[src/rtl/ttf_pkg.sv]
// Package for the turn-on timeout fault response block
package ttf_pkg;

  // ==========================================================================
  // Command port
  // ==========================================================================
  localparam logic [7:0] CMD_REACTION      = 8'h63;
  localparam logic [7:0] REACTION_RESET    = 8'hC0;

  typedef struct packed {
    logic       wr;
    logic       rd;
    logic [7:0] code;
    logic [7:0] data;
  } ttf_cmd_t;

  // ==========================================================================
  // Reaction register fields
  // ==========================================================================
  localparam int RESP_MSB  = 7;
  localparam int RESP_LSB  = 6;
  localparam int RETRY_MSB = 5;
  localparam int RETRY_LSB = 3;
  localparam int DELAY_MSB = 2;
  localparam int DELAY_LSB = 0;

  localparam logic [1:0] RESP_IGNORE   = 2'h0;
  localparam logic [1:0] RESP_DELAYED  = 2'h1;
  localparam logic [1:0] RESP_RETRY    = 2'h2;
  localparam logic [1:0] RESP_LATCH    = 2'h3;
  localparam logic [2:0] RETRY_NONE    = 3'h0;
  localparam logic [2:0] RETRY_MAX     = 3'h4;

  typedef struct packed {
    logic [1:0] resp;
    logic [2:0] retry;
    logic [2:0] dly;
  } ttf_cfg_t;

  // ==========================================================================
  // Timing
  // ==========================================================================
  localparam int CLK_FREQ_HZ  = 10000000;
  localparam int TICK_TIME_US = 1000;
  localparam int UNIT_TIME_US = 1000;
  localparam int MS_CYCLES    = CLK_FREQ_HZ / 1000000 * TICK_TIME_US;
  localparam int UNIT_CYCLES  = CLK_FREQ_HZ / 1000000 * UNIT_TIME_US;

  // ==========================================================================
  // Sequencer states, Gray coded along off, ramp, run, delay, wait, latched
  // ==========================================================================
  typedef enum logic [2:0] {
    ST_OFF     = 3'h0,
    ST_RAMP    = 3'h1,
    ST_RUN     = 3'h3,
    ST_DELAY   = 3'h2,
    ST_WAIT    = 3'h6,
    ST_LATCHED = 3'h7
  } ttf_state_t;

endpackage : ttf_pkg

[src/rtl/ttf_core.sv]
// Turn-on timeout fault detection and configurable fault response sequencer
// Functional notes
// - Response 00: keep output on when the turn-on timeout fault occurs.
// - Response 01: keep running for delay units, then act per retry field if fault remains.
// - Response 10: disable output at once, then follow the retry field.
// - Response 11: disable output and hold it off until a clearing event.
// - Latch releases on individual status clear or on the clear-faults command.
// - Latch releases on reset or on commanding output off then on.
// - Retry field 000: no restart, output stays off until cleared.
// - Retry codes 001..100 give one to four restarts, then latch off.
// - Under response 10, restart attempts start one delay period apart, measured from attempt start.
// - Delay code n means two to the power n delay units.
// - Fault when output misses undervoltage limit within limit; limit zero disables.
`timescale 1ns/100ps
module ttf_core #(
  parameter int MS_CYCLES   = ttf_pkg::MS_CYCLES,
  parameter int UNIT_CYCLES = ttf_pkg::UNIT_CYCLES
) (
  input  wire logic             clk_sys_in,
  input  wire logic             rst_n_in,
  input  wire logic             ce_in,
  input  wire ttf_pkg::ttf_cmd_t cmd_in,
  input  wire logic             clear_faults_in,
  input  wire logic             status_clear_in,
  input  wire logic             operation_on_in,
  input  wire logic             ctrl_on_in,
  input  wire logic             vout_above_uv_in,
  input  wire logic [15:0]      ton_limit_ms_in,
  output logic                  output_enable_out,
  output logic                  fault_status_out,
  output logic                  latched_out,
  output logic [7:0]            rd_data_out,
  output logic                  rd_ack_out
);

  // ==========================================================================
  // Helpers
  // ==========================================================================
  function automatic logic [7:0] dly_units(input logic [2:0] code);
    dly_units = 8'h01 << code;
  endfunction : dly_units

  function automatic logic [7:0] clamp_cfg(input logic [7:0] wdata);
    logic [2:0] retry;
    retry = wdata[ttf_pkg::RETRY_MSB:ttf_pkg::RETRY_LSB];
    if (retry > ttf_pkg::RETRY_MAX) begin
      retry = ttf_pkg::RETRY_MAX;
    end
    clamp_cfg = {wdata[ttf_pkg::RESP_MSB:ttf_pkg::RESP_LSB], retry,
                 wdata[ttf_pkg::DELAY_MSB:ttf_pkg::DELAY_LSB]};
  endfunction : clamp_cfg

  // ==========================================================================
  // Registers
  // ==========================================================================
  ttf_pkg::ttf_cfg_t   cfg_reg;
  ttf_pkg::ttf_state_t state_reg;
  ttf_pkg::ttf_state_t state_next;
  logic [15:0]         tick_cnt_reg;
  logic [15:0]         unit_tick_reg;
  logic [15:0]         ms_cnt_reg;
  logic [7:0]          unit_cnt_reg;
  logic [2:0]          retries_left_reg;
  logic [2:0]          retries_left_next;

  // ==========================================================================
  // Decode
  // ==========================================================================
  wire        hit_cfg      = cmd_in.code == ttf_pkg::CMD_REACTION;
  wire        cfg_wr       = cmd_in.wr & hit_cfg;
  wire        on_req       = operation_on_in & ctrl_on_in;
  wire        clear_evt    = clear_faults_in | status_clear_in;
  wire        ms_tick      = tick_cnt_reg == 16'(MS_CYCLES - 1);
  wire        unit_tick    = unit_tick_reg == 16'(UNIT_CYCLES - 1);
  wire        limit_on     = ton_limit_ms_in != 16'h0000;
  wire        timeout      = limit_on & (ms_cnt_reg >= ton_limit_ms_in) & ~vout_above_uv_in;
  // Look one unit tick ahead so that the spacing is exactly the programmed period
  wire        delay_done   = (unit_cnt_reg >= dly_units(cfg_reg.dly)) ||
                             (unit_tick && (unit_cnt_reg + 8'h01) >= dly_units(cfg_reg.dly));
  wire        restart_cnt  = (state_next == ttf_pkg::ST_RAMP && state_reg != ttf_pkg::ST_RAMP) ||
                             (state_next == ttf_pkg::ST_DELAY && state_reg != ttf_pkg::ST_DELAY);
  wire        fault_set    = state_reg == ttf_pkg::ST_RAMP && timeout;

  // Where a retry may be spent: latch when none left, otherwise wait and restart
  wire ttf_pkg::ttf_state_t retry_target = (retries_left_reg == ttf_pkg::RETRY_NONE) ?
                                           ttf_pkg::ST_LATCHED : ttf_pkg::ST_WAIT;

  // ==========================================================================
  // Sequencer
  // ==========================================================================
  always_comb begin
    state_next        = state_reg;
    retries_left_next = retries_left_reg;
    case (state_reg)
      ttf_pkg::ST_OFF: begin
        if (on_req) begin
          state_next        = ttf_pkg::ST_RAMP;
          retries_left_next = cfg_reg.retry;
        end
      end
      ttf_pkg::ST_RAMP: begin
        if (vout_above_uv_in) begin
          state_next = ttf_pkg::ST_RUN;
        end else if (timeout) begin
          case (cfg_reg.resp)
            ttf_pkg::RESP_IGNORE:  state_next = ttf_pkg::ST_RUN;
            ttf_pkg::RESP_DELAYED: state_next = ttf_pkg::ST_DELAY;
            ttf_pkg::RESP_RETRY:   state_next = retry_target;
            default:               state_next = ttf_pkg::ST_LATCHED;
          endcase
        end
      end
      ttf_pkg::ST_RUN: begin
        state_next = ttf_pkg::ST_RUN;
      end
      ttf_pkg::ST_DELAY: begin
        if (delay_done) begin
          // A fault that has cleared by now needs no further action
          state_next = vout_above_uv_in ? ttf_pkg::ST_RUN : retry_target;
        end
      end
      ttf_pkg::ST_WAIT: begin
        // Counter keeps running from the start of the failed attempt, or from the start of ST_DELAY under response 01
        if (delay_done) begin
          state_next        = ttf_pkg::ST_RAMP;
          retries_left_next = retries_left_reg - 3'h1;
        end
      end
      ttf_pkg::ST_LATCHED: begin
        if (clear_evt) begin
          state_next = ttf_pkg::ST_OFF;
        end
      end
      default: begin
        state_next = ttf_pkg::ST_OFF;
      end
    endcase
    // Commanding off always wins and arms the off-then-on release
    if (!on_req) begin
      state_next = ttf_pkg::ST_OFF;
    end
  end

  always_ff @(posedge clk_sys_in) begin
    if (!rst_n_in) begin
      state_reg        <= ttf_pkg::ST_OFF;
      retries_left_reg <= ttf_pkg::RETRY_NONE;
    end else if (ce_in) begin
      state_reg        <= state_next;
      retries_left_reg <= retries_left_next;
    end
  end

  // ==========================================================================
  // Timers: millisecond base for the limit, delay units for the response
  // ==========================================================================
  always_ff @(posedge clk_sys_in) begin
    if (!rst_n_in) begin
      tick_cnt_reg  <= 16'h0000;
      unit_tick_reg <= 16'h0000;
      ms_cnt_reg    <= 16'h0000;
      unit_cnt_reg  <= 8'h00;
    end else if (ce_in) begin
      if (restart_cnt) begin
        tick_cnt_reg  <= 16'h0000;
        unit_tick_reg <= 16'h0000;
        ms_cnt_reg    <= 16'h0000;
        unit_cnt_reg  <= 8'h00;
      end else begin
        tick_cnt_reg  <= ms_tick ? 16'h0000 : tick_cnt_reg + 16'h0001;
        unit_tick_reg <= unit_tick ? 16'h0000 : unit_tick_reg + 16'h0001;
        if (ms_tick && ms_cnt_reg != 16'hFFFF) begin
          ms_cnt_reg <= ms_cnt_reg + 16'h0001;
        end
        if (unit_tick && unit_cnt_reg != 8'hFF) begin
          unit_cnt_reg <= unit_cnt_reg + 8'h01;
        end
      end
    end
  end

  // ==========================================================================
  // Configuration and status
  // ==========================================================================
  always_ff @(posedge clk_sys_in) begin
    if (!rst_n_in) begin
      cfg_reg          <= ttf_pkg::REACTION_RESET;
      fault_status_out <= 1'b0;
      rd_data_out      <= 8'h00;
      rd_ack_out       <= 1'b0;
    end else if (ce_in) begin
      if (cfg_wr) begin
        cfg_reg <= clamp_cfg(cmd_in.data);
      end
      // A new fault in the clearing cycle is kept
      if (fault_set) begin
        fault_status_out <= 1'b1;
      end else if (clear_evt) begin
        fault_status_out <= 1'b0;
      end
      rd_ack_out  <= cmd_in.rd & hit_cfg;
      rd_data_out <= (cmd_in.rd & hit_cfg) ? cfg_reg : 8'h00;
    end
  end

  // ==========================================================================
  // Outputs
  // ==========================================================================
  always_ff @(posedge clk_sys_in) begin
    if (!rst_n_in) begin
      output_enable_out <= 1'b0;
      latched_out       <= 1'b0;
    end else if (ce_in) begin
      output_enable_out <= state_next == ttf_pkg::ST_RAMP || state_next == ttf_pkg::ST_RUN ||
                           state_next == ttf_pkg::ST_DELAY;
      latched_out       <= state_next == ttf_pkg::ST_LATCHED;
    end
  end

endmodule : ttf_core

[config.mk]
export PLATFORM = sky130hd
export DESIGN_NAME = ttf_core
export DESIGN_NICKNAME = d
export VERILOG_FILES = /design/src/rtl/ttf_pkg.sv /design/src/rtl/ttf_core.sv
export SDC_FILE = /design/constraint.sdc
export NUM_CORES = 1
export LEC_CHECK = 0
export BUFFER_PORTS_ARGS = -buffer_cell sky130_fd_sc_hd__buf_2
export CAP_MARGIN = 20
export CORE_MARGIN = 1.5
export CORE_UTILIZATION = 30
export CTS_CLUSTER_DIAMETER = 60
export CTS_CLUSTER_SIZE = 25
export DETAILED_ROUTE_END_ITERATION = 16
export GPL_TIMING_DRIVEN = 0
export MAX_ROUTING_LAYER = met4
export PLACE_DENSITY = 0.55
export SLEW_MARGIN = 30
export SYNTH_ARGS = -nofsm -noshare
export SYNTH_HDL_FRONTEND = slang
export SYNTH_SLANG_ARGS = --single-unit
[constraint.sdc]
create_clock -name clk_sys_in -period 5 [get_ports clk_sys_in]
set_clock_uncertainty 0.1 [all_clocks]
set_input_delay 0.5 -clock clk_sys_in [delete_from_list [all_inputs] [get_ports clk_sys_in]]
set_output_delay 0.5 -clock clk_sys_in [all_outputs]
set_load 0.02 [all_outputs]
==> key figures, run 1 <==
Routing
  – WL/cell: between 15 and 20 µm
  – Vias: about 5500
  – Post-route ant nets: 0
  – Vias per std cell: roughly 5.4
  – # DRC: 1
  – Drt first pass iters: 10
  – Wirelength, routed: approximately 17000 µm
  – DR iter-0 viols: between 300 and 400

Worst setup path
  – Critical path destination: tick_cnt_reg[14]
  – FF-to-FF path depth: 16
  – Critical path required time: ~5100 ps
  – R2R setup slack: 520 ps
  – Worst reg2reg endpoint: tick_cnt_reg[14]
  – Crit. Startpoint: unit_cnt_reg[0]
  – CP Launch Type: register
  – Crit path max fanout: 10
  – RR Startpoint: unit_cnt_reg[0]
  – Crit end category: register
  – Crit path DAT: between 4000 and 5000 ps
  – Worst Setup Path Type: register to register

Clock tree
  – H-tree depth: 3
  – Worst-Skew Late Latency: 350 ps
  – Setup Buffers After CTS: 0
  – CTS tree: built
  – Post-CTS sizing: 0
  – CTS Root Buffer Type: clkbuf_16
  – CTS Hold Buffers Added: 0
  – Maximum clock insertion buffer count: 2
  – Clk sinks: 82
  – TritonCTS Buffers: 9
  – Clock-pin slew on the worst setup and hold paths: around 60 ps

Synthesis
  – Synth top area share: 29.4%
  – Mapped cell area: about 5600 µm²
  – Most common flop cell mapped by yosys: dfxtp_1
  – Syn_nets: around 800
  – Post-synthesis sequential area ratio: between 20% and 30%
  – Cells after Synth: around 700
  – Asr flop ratio synth: 0%
  – Flops & latches, synth: between 80 and 90
  – Syn_area_per_cell: about 8 µm²
  – Synth area leaders: dfxtp_1, ha_1, nand2_1
  – Number of flops mapped to enable cells by yosys: 0
  – Cell type with the largest total area after synthesis: dfxtp_1
  – Ys Warns: 0
  – Netlist cell types: 71

Flow run
  – Max-cap violations: 0

Power
  – Power Total: roughly 1.6 mW
  – Maximum vdd drop: around 0.16 mV
  – PD cells: 249 nW/µm²
  – Leakage: 2.51 nW

GRT
  – GR peak layer: met2
  – Initial antenna violation count: 0
  – Met3 usage: ~3.6%
  – Vias in the first global route: about 5200
  – Gr usage total: approximately 18%
  – Largest net degree at the start of global routing: 14
  – Met1 Usage GRT: between 20% and 30%
  – First-pass GRT wire length: ~27000 µm
  – Routing usage on met2: approximately 28%
  – Total grt overflow: 0

Timing
  – Tmin final: ~4500 ps
  – Worst hold slack: between 200 and 300 ps
  – Unrepaired setup endpoints after global routing: no
  – Fin Setup TNS: 0 ps
  – Final worst path period share: approximately nine tenths
  – Slew Limit Headroom: 53.0%
  – Hold Violations, Final: 0
  – Final Max Tran Viols: 0
  – Final setup vio count: 0
  – Max frequency: 223 MHz
  – Tightest Pin Transition: about 710 ps

Floorplanning
  – Die area: 19500 µm²
  – Die width: between 100 and 150 µm
  – Total core area: about 18000 µm²
  – Num ports: 54
  – Die height: 139 µm
  – Row count: between 40 and 50
  – Starting Density: 30.9%

Run status
  – Status: finished with violations
  – Failing checks: DRC

Place
  – Dpl hpwl: between 10000 and 15000 µm
  – Placement Cell Area: slightly above 6000 µm²
  – GP Congestion: slightly below 0.9
  – Port bufs: between 50 and 60

Cells and area
  – Design area: ~6500 µm²
  – ANT cells: 0
  – Layout area overhead: 16.4%
  – Share of post-route cells with drive strength above 1: about an eighth
  – Layout Nets: around 860
  – Fill count: 1908

Hold path
  – Hold Path Class: primary input to register
## logic make-up (layout without fill, tap and decap cells)
family	count (synthesis)	in the layout	synth area share [%]
xor+xnor	7	7	1.10
buf+inv	83	151	6.38
mux	11	11	1.99
compound gates	183	183	23.3
flops	82	82	29.4
fa+ha+maj	38	38	8.51
simple gates	315	315	29.4
## critical path: stages (launching register included)
cell       delay [ps]
dfxtp_1           390
ha_1              250
nand3_1           240
nor2_1            290
xor2_1            170
ha_1              260
a21o_1            180
a21oi_1           230
o211ai_1          180
a2111oi_4         560
mux2i_1           280
o22ai_2           160
or2_1             260
buf_4             170
o21ai_2           340
buf_6             220
o21ai_1            80
## power by group
| part | internal [mW] | switching (mW) |
|---|---|---|
| sequential | 0.657 | 0.00301 |
| clock | 0.552 | 0.286 |
| combinational | 0.0411 | 0.0794 |
## cell type report
| type | instances | area [µm²] | share of cell area (%) |
|---|---|---|---|
| flip-flops and latches | 82 | 1640 | 25.2 |
| inverters | 40 | 150 | 2.31 |
| clock buffers | 11 | 243 | 3.73 |
| multi-input cells | 554 | 3590 | 55.2 |
| clock inverters | 5 | 125 | 1.92 |
| repair buffers | 52 | 260 | 4.00 |
| well taps | 229 | 287 | 4.41 |
| plain buffers | 43 | 206 | 3.17 |
## cells in the mapped netlist, types with 13 or more instances
cell type	n
a21oi_1	16
and3_1	19
clkbuf_1	28
dfxtp_1	82
ha_1	38
inv_1	39
nand2_1	94
nand3_1	47
nor2_1	38
nor2b_1	27
nor3_1	21
o2111ai_1	25
o211ai_1	13
o21ai_0	39
o21ai_1	16
o22ai_1	13
## per-stage QoR
step	setup slack, ps	std cells	util (%)
2_1_floorplan	1260	719	-
3_3_place_gp	490	1000	33.9
3_5_place_dp	495	1000	33.9
4_1_cts	463	1016	36.0
5_1_grt	137	1016	36.0
6_report	520	1016	36.0
## cell usage in the layout (no fill, tap or decap), drive strengths merged, types with 8 or more instances in the layout
master / n
buf: 67
nand4: 9
o21ai: 56
nor2: 39
a21boi: 13
dfxtp: 82
clkbuf: 39
ha: 38
nor4: 9
o2111ai: 25
and3: 19
nor3: 21
nand2: 94
a21oi: 18
a22oi: 8
nor2b: 27
o22ai: 14
inv: 40
and2: 10
mux2i: 10
o211ai: 14
nand3: 47
## worst min path at each step
stage,depth (start not counted),slack (ps),startpoint,to
4_1_cts,3,260,cmd_in[6],cfg_reg[6]
3_5_place_dp,2,370,latched_out,latched_out
3_3_place_gp,2,360,latched_out,latched_out
5_1_grt,3,270,cmd_in[7],cfg_reg[7]
6_report,3,270,cmd_in[6],cfg_reg[6]
2_1_floorplan,2,340,unit_tick_reg[1],unit_tick_reg[1]
## routing by layer
metal  share of wire (%)  vias to the layer above
met5                   0                        -
met4                 1.0                        0
met3                 3.7                       15
met2                  47                      105
met1                  48                     2610
li1                    -                     2765
Note: power is estimated with default switching activity, not from simulation.
==> inputs of run 2 (changes only) <==
--- a/config.mk
+++ b/config.mk
@@ -12,7 +12,6 @@
 export CTS_CLUSTER_DIAMETER = 60
 export CTS_CLUSTER_SIZE = 25
 export DETAILED_ROUTE_END_ITERATION = 16
-export GPL_TIMING_DRIVEN = 0
 export MAX_ROUTING_LAYER = met4
 export PLACE_DENSITY = 0.55
 export SLEW_MARGIN = 30
==> key figures, run 2 (synthesized netlist as in run 1, its figures left out) <==
Power
  – Maximum vdd drop: 0.151 mV
  – PD cells: around 240 nW/µm²
  – Clock network fraction of total power: 49.6%
  – Sequential power share: between 40 and 50%
  – Sw Pwr: 0.349 mW
  – Leakage: around 2.5 nW
  – Internal Power: roughly 1.2 mW
  – Power Total: ~1.5 mW
  – Combinational share of power: 6.9%
  – Sw Ratio: between 20 and 25%

Floorplanning
  – Total core area: 18100 µm²
  – Die height: roughly 140 µm
  – Row count: 49
  – Starting Density: a little under a third
  – Num ports: between 50 and 60
  – Die width: between 100 and 150 µm
  – Die area: around 20000 µm²

Clock tree
  – CTS Hold Buffers Added: 0
  – Maximum clock insertion buffer count: 2
  – Setup Buffers After CTS: 0
  – TritonCTS Buffers: 9
  – CTS tree: built
  – Clk sinks: approximately 80
  – Worst-Skew Late Latency: between 300 and 400 ps
  – CTS Root Buffer Type: clkbuf_16
  – Post-CTS sizing: 0
  – Clock-pin slew on the worst setup and hold paths: approximately 60 ps
  – H-tree depth: 3

Cells and area
  – Most frequent cells in the layout: nand2_1, dfxtp_1, buf_2, nand3_1
  – Share of post-route cells with drive strength above 1: 13.4%
  – Layout area overhead: 13.6%
  – Layout Nets: approximately 830
  – ANT cells: 0
  – Fill count: about 1900
  – Most common cell after layout, fill and taps aside: nand2_1
  – Non-filler instance count after layout: slightly below 1000

Timing
  – Hold Violations, Final: 0
  – Unrepaired setup endpoints after global routing: no
  – Final setup vio count: 0
  – Final Max Tran Viols: 0
  – Tmin final: 4350 ps
  – Max frequency: around 230 MHz
  – Tightest Pin Transition: around 750 ps
  – Final worst path period share: ~87%
  – Slew Limit Headroom: about half
  – Fin Setup TNS: 0 ps

Routing
  – WL/cell: roughly 14 µm
  – Vias per std cell: roughly 5.3
  – DR iter-0 viols: 364
  – # DRC: 1
  – Post-route ant nets: 0
  – Drt first pass iters: 10
  – Vias: approximately 5200
  – Wirelength, routed: between 10000 and 15000 µm

Place
  – GP Congestion: about 0.86
  – Inst Count DP: between 900 and 1000
  – Dpl hpwl: 9840 µm
  – Port bufs: 53

Hold path
  – Hold Path Class: primary input to register
  – Worst hold path depth: 3

GRT
  – First-pass GRT wire length: roughly 24000 µm
  – Largest net degree at the start of global routing: 63
  – Vias in the first global route: around 4900
  – Gr usage total: 15.3%
  – Initial antenna violation count: 0
  – Total grt overflow: 0

Run status
  – Failing checks: DRC
  – Status: finished with violations

Worst setup path
  – CP Launch Type: register
  – Crit end category: register
  – Critical path required time: slightly above 5000 ps
  – Crit path DAT: ~4500 ps
  – Crit path max fanout: between 60 and 70
  – FF-to-FF path depth: 15
  – Worst Setup Path Type: register to register

Flow run
  – Max-cap violations: 0
-- run 2: cell count changes in the layout (fill, tap and decap cells not counted), sizes merged --
| cell | change |
|---|---|
| buf | -5 |
| clkbuf | -27 |
| clkinvlp | +1 |
| bufinv | -2 |
-- run 2: worst paths after layout --
path	startpoint	end	slack (ps)
max reg2reg	unit_cnt_reg[0]	unit_tick_reg[10]	650
min	cmd_in[6]	cfg_reg[6]	270
min reg2reg	latched_out	latched_out	380
max	unit_cnt_reg[0]	unit_tick_reg[10]	650
-- run 2: routing by layer --
metal	global-route usage (%)	share of wire, %	vias to the layer above
met3	2.65	3.3	21
met1	20.2	51	2413
li1	-	-	2693
met4	5.32	1.8	0
met2	23.5	44	93
met5	-	0	-
-- run 2: final cells by class --
type	count	area, µm²	share of cell area (%)
Clock buffer	12	267	4.20
Clock inverter	4	72.6	1.14
Inverter	40	150	2.37
Multi-Input combinational cell	554	3600	56.7
Sequential cell	82	1640	25.9
Tap cell	229	287	4.51
Timing Repair Buffer	62	333	5.24
-- run 2: per-stage QoR --
step	setup slack [ps]	instance area, µm²	hold slack [ps]	util [%]
after detailed placement	685	6010	373	33.2
after global routing	285	6350	268	35.1
final	649	6350	266	35.1
after CTS	664	6350	254	35.1
after floorplan	1260	5590	343	-
after global placement	851	6010	369	33.2
-- run 2: power by group through the flow --
stage | registers (mW) | logic [mW] | clock network, mW
5_1_grt | 0.661 | 0.118 | 0.799
3_5_place_dp | 0.676 | 0.105 | 0
6_report | 0.661 | 0.105 | 0.754
4_1_cts | 0.661 | 0.105 | 0.779
2_1_floorplan | 0.674 | 0.0689 | 0
3_3_place_gp | 0.676 | 0.105 | 0
-- run 2: critical path, stage by stage, from the launching register on --
cell and delay (ps):
dfxtp_1 400, ha_1 270, nand3_1 240, nor2_1 280, xor2_1 180, ha_1 260, a21o_1 180, a21oi_1 230
o211ai_1 180, a2111oi_4 430, mux2i_1 180, o22ai_4 130, buf_4 540, o21ai_1 150, buf_4 200, o311ai_1 270
==> inputs of run 3 (changes only) <==
==> constraint.sdc (replaced) <==
create_clock -name clk_sys_in -period 4.6 [get_ports clk_sys_in]
set_clock_uncertainty 0.1 [all_clocks]
set_input_delay 0.46 -clock clk_sys_in [delete_from_list [all_inputs] [get_ports clk_sys_in]]
set_output_delay 0.46 -clock clk_sys_in [all_outputs]
set_load 0.02 [all_outputs]
==> key figures, run 3 (synthesized netlist as in run 1, its figures left out) <==
Routing
  – Wirelength, routed: about 14000 µm
  – Vias: around 5200
  – # DRC: 1
  – Drt first pass iters: 10
  – Vias per std cell: ~5.3
  – DR iter-0 viols: 423
  – Post-route ant nets: 0
  – WL/cell: approximately 14 µm

Floorplanning
  – Starting Density: ~31%
  – Num ports: 54
  – Die area: a little under 20000 µm²
  – Total core area: 18100 µm²
  – Row count: 49
  – Die width: 139 µm
  – Die height: between 100 and 150 µm

Cells and area
  – Most common cell after layout, fill and taps aside: nand2_1
  – Non-filler instance count after layout: 982
  – Fill count: around 1900
  – Layout area overhead: 13.7%
  – Final core utilization: roughly a third
  – Most frequent cells in the layout: nand2_1, dfxtp_1, buf_2, nand3_1
  – Share of post-route cells with drive strength above 1: about an eighth
  – ANT cells: 0
  – Layout Nets: 828

Worst setup path
  – Most frequent CP cell: ha_1
  – Slowest CP cell: a2111oi_4
  – Crit path DAT: approximately 4400 ps
  – Critical path required time: 4760 ps
  – CP Launch Type: register
  – Max incr delay on CP: 440 ps
  – R2R setup slack: between 300 and 400 ps
  – Crit end category: register
  – FF-to-FF path depth: 15
  – RR Startpoint: unit_cnt_reg[0]
  – Crit path max fanout: between 40 and 50
  – Worst reg2reg endpoint: tick_cnt_reg[15]
  – CP cell instances: ha_1 > nand3_1 > nor2_1 > xor2_1 > ha_1 > a21o_1 > a21oi_1 > o211ai_1 > a2111oi_4 > nor2_2 > o21a_1 > a31oi_4 > buf_4 > o211ai_2 > o311ai_1
  – Worst Setup Path Type: register to register

Timing
  – Hold Violations, Final: 0
  – Max frequency: about 230 MHz
  – Slew Limit Headroom: 50.4%
  – Setup ws final: between 300 and 400 ps
  – Unrepaired setup endpoints after global routing: no
  – Final worst path period share: 92.8%
  – Final Max Tran Viols: 0
  – Tightest Pin Transition: ~740 ps
  – Fin Setup TNS: 0 ps
  – Final setup vio count: 0
  – Tmin final: 4270 ps

Clock tree
  – CTS Root Buffer Type: clkbuf_16
  – TritonCTS Buffers: 9
  – Post-CTS sizing: 0
  – Setup Buffers After CTS: 0
  – H-tree depth: 3
  – Clk sinks: between 80 and 90
  – CTS Hold Buffers Added: 0
  – CTS tree: built
  – Worst-Skew Late Latency: 350 ps
  – Maximum clock insertion buffer count: 2
  – Clock-pin slew on the worst setup and hold paths: about 70 ps

Place
  – Port bufs: between 50 and 60
  – Dpl hpwl: around 10000 µm
  – GP Congestion: roughly 0.86
  – Inst Count DP: a little under 1000
  – Place WS: around 380 ps

Power
  – Sw Pwr: 0.391 mW
  – Clock network fraction of total power: about half
  – Leakage: approximately 2.4 nW
  – Internal Power: between 1 and 1.5 mW
  – Combinational share of power: under 10%
  – Sequential power share: 43.5%
  – Maximum vdd drop: 0.191 mV
  – PD cells: between 200 and 300 nW/µm²
  – Sw Ratio: 23.7%

GRT
  – Largest net degree at the start of global routing: 56
  – Initial antenna violation count: 0
  – First-pass GRT wire length: 24300 µm
  – Vias in the first global route: 4782
  – Total grt overflow: 0
  – Gr usage total: about 16%

Flow run
  – Max-cap violations: 0

Run status
  – Status: finished with violations
  – Failing checks: DRC

Hold path
  – Hold Path Class: primary input to register
  – Worst hold path depth: 3
  – Hold Startpoint: cmd_in[7]
  – Worst Hold End: cfg_reg[7]
## run 3: cell count changes in the layout (fill, tap and decap cells not counted), sizes merged
| cell | delta |
|---|---|
| inv | +1 |
| buf | -1 |
| clkbuf | -1 |
## run 3: area by class of cell
type / count / area [µm²] / area share, %
tap: 229 / 287 / 4.51
clock inverter: 5 / 85.1 / 1.34
inverter: 40 / 150 / 2.36
timing repair buffer: 61 / 338 / 5.32
multi-input combinational: 554 / 3600 / 56.6
clock buffer: 11 / 253 / 3.98
sequential: 82 / 1640 / 25.8
## run 3: metrics by stage
stage	total power, mW	hold WS [ps]	cell area (µm²)
2_1_floorplan	0.808	343	5590
3_3_place_gp	0.847	361	6010
3_5_place_dp	0.847	368	6010
4_1_cts	1.67	213	6350
5_1_grt	1.71	241	6350
6_report	1.65	223	6350
## run 3: power by group through the flow
stage	clock network [mW]	registers (mW)	logic (mW)
floorplan	0	0.733	0.0748
global placement	0	0.735	0.112
global route	0.871	0.719	0.125
detailed placement	0	0.735	0.113
CTS	0.840	0.718	0.113
finish	0.821	0.719	0.112
## run 3: worst max-delay path by stage
stage                                from               end  slack [ps]  cells after the start
final                     unit_cnt_reg[0]  tick_cnt_reg[15]         330                     15
after global routing      unit_cnt_reg[0]  tick_cnt_reg[15]           7                     15
after CTS                 unit_cnt_reg[0]  tick_cnt_reg[15]         330                     15
after detailed placement  unit_cnt_reg[0]  tick_cnt_reg[15]         380                     15
after global placement    unit_cnt_reg[0]  unit_tick_reg[5]         490                     15
after floorplan           unit_cnt_reg[0]    ms_cnt_reg[11]         860                     16
## run 3: worst max-delay path, delay by kind of cell (launching register included)
family          cells  cell delay [ps]
compound gates      8             1870
simple gates        3              630
fa+ha+maj           2              540
buf+inv             1              430
flops               1              410
xor+xnor            1              180
## run 3: routing by layer
layer  wire, µm  global-route usage, %  part of all wire [%]
met5          0                      -                     0
met4        174                   4.54                   1.2
met3        502                   3.23                   3.5
met2       6370                   23.4                    45
met1       7160                   21.2                    50
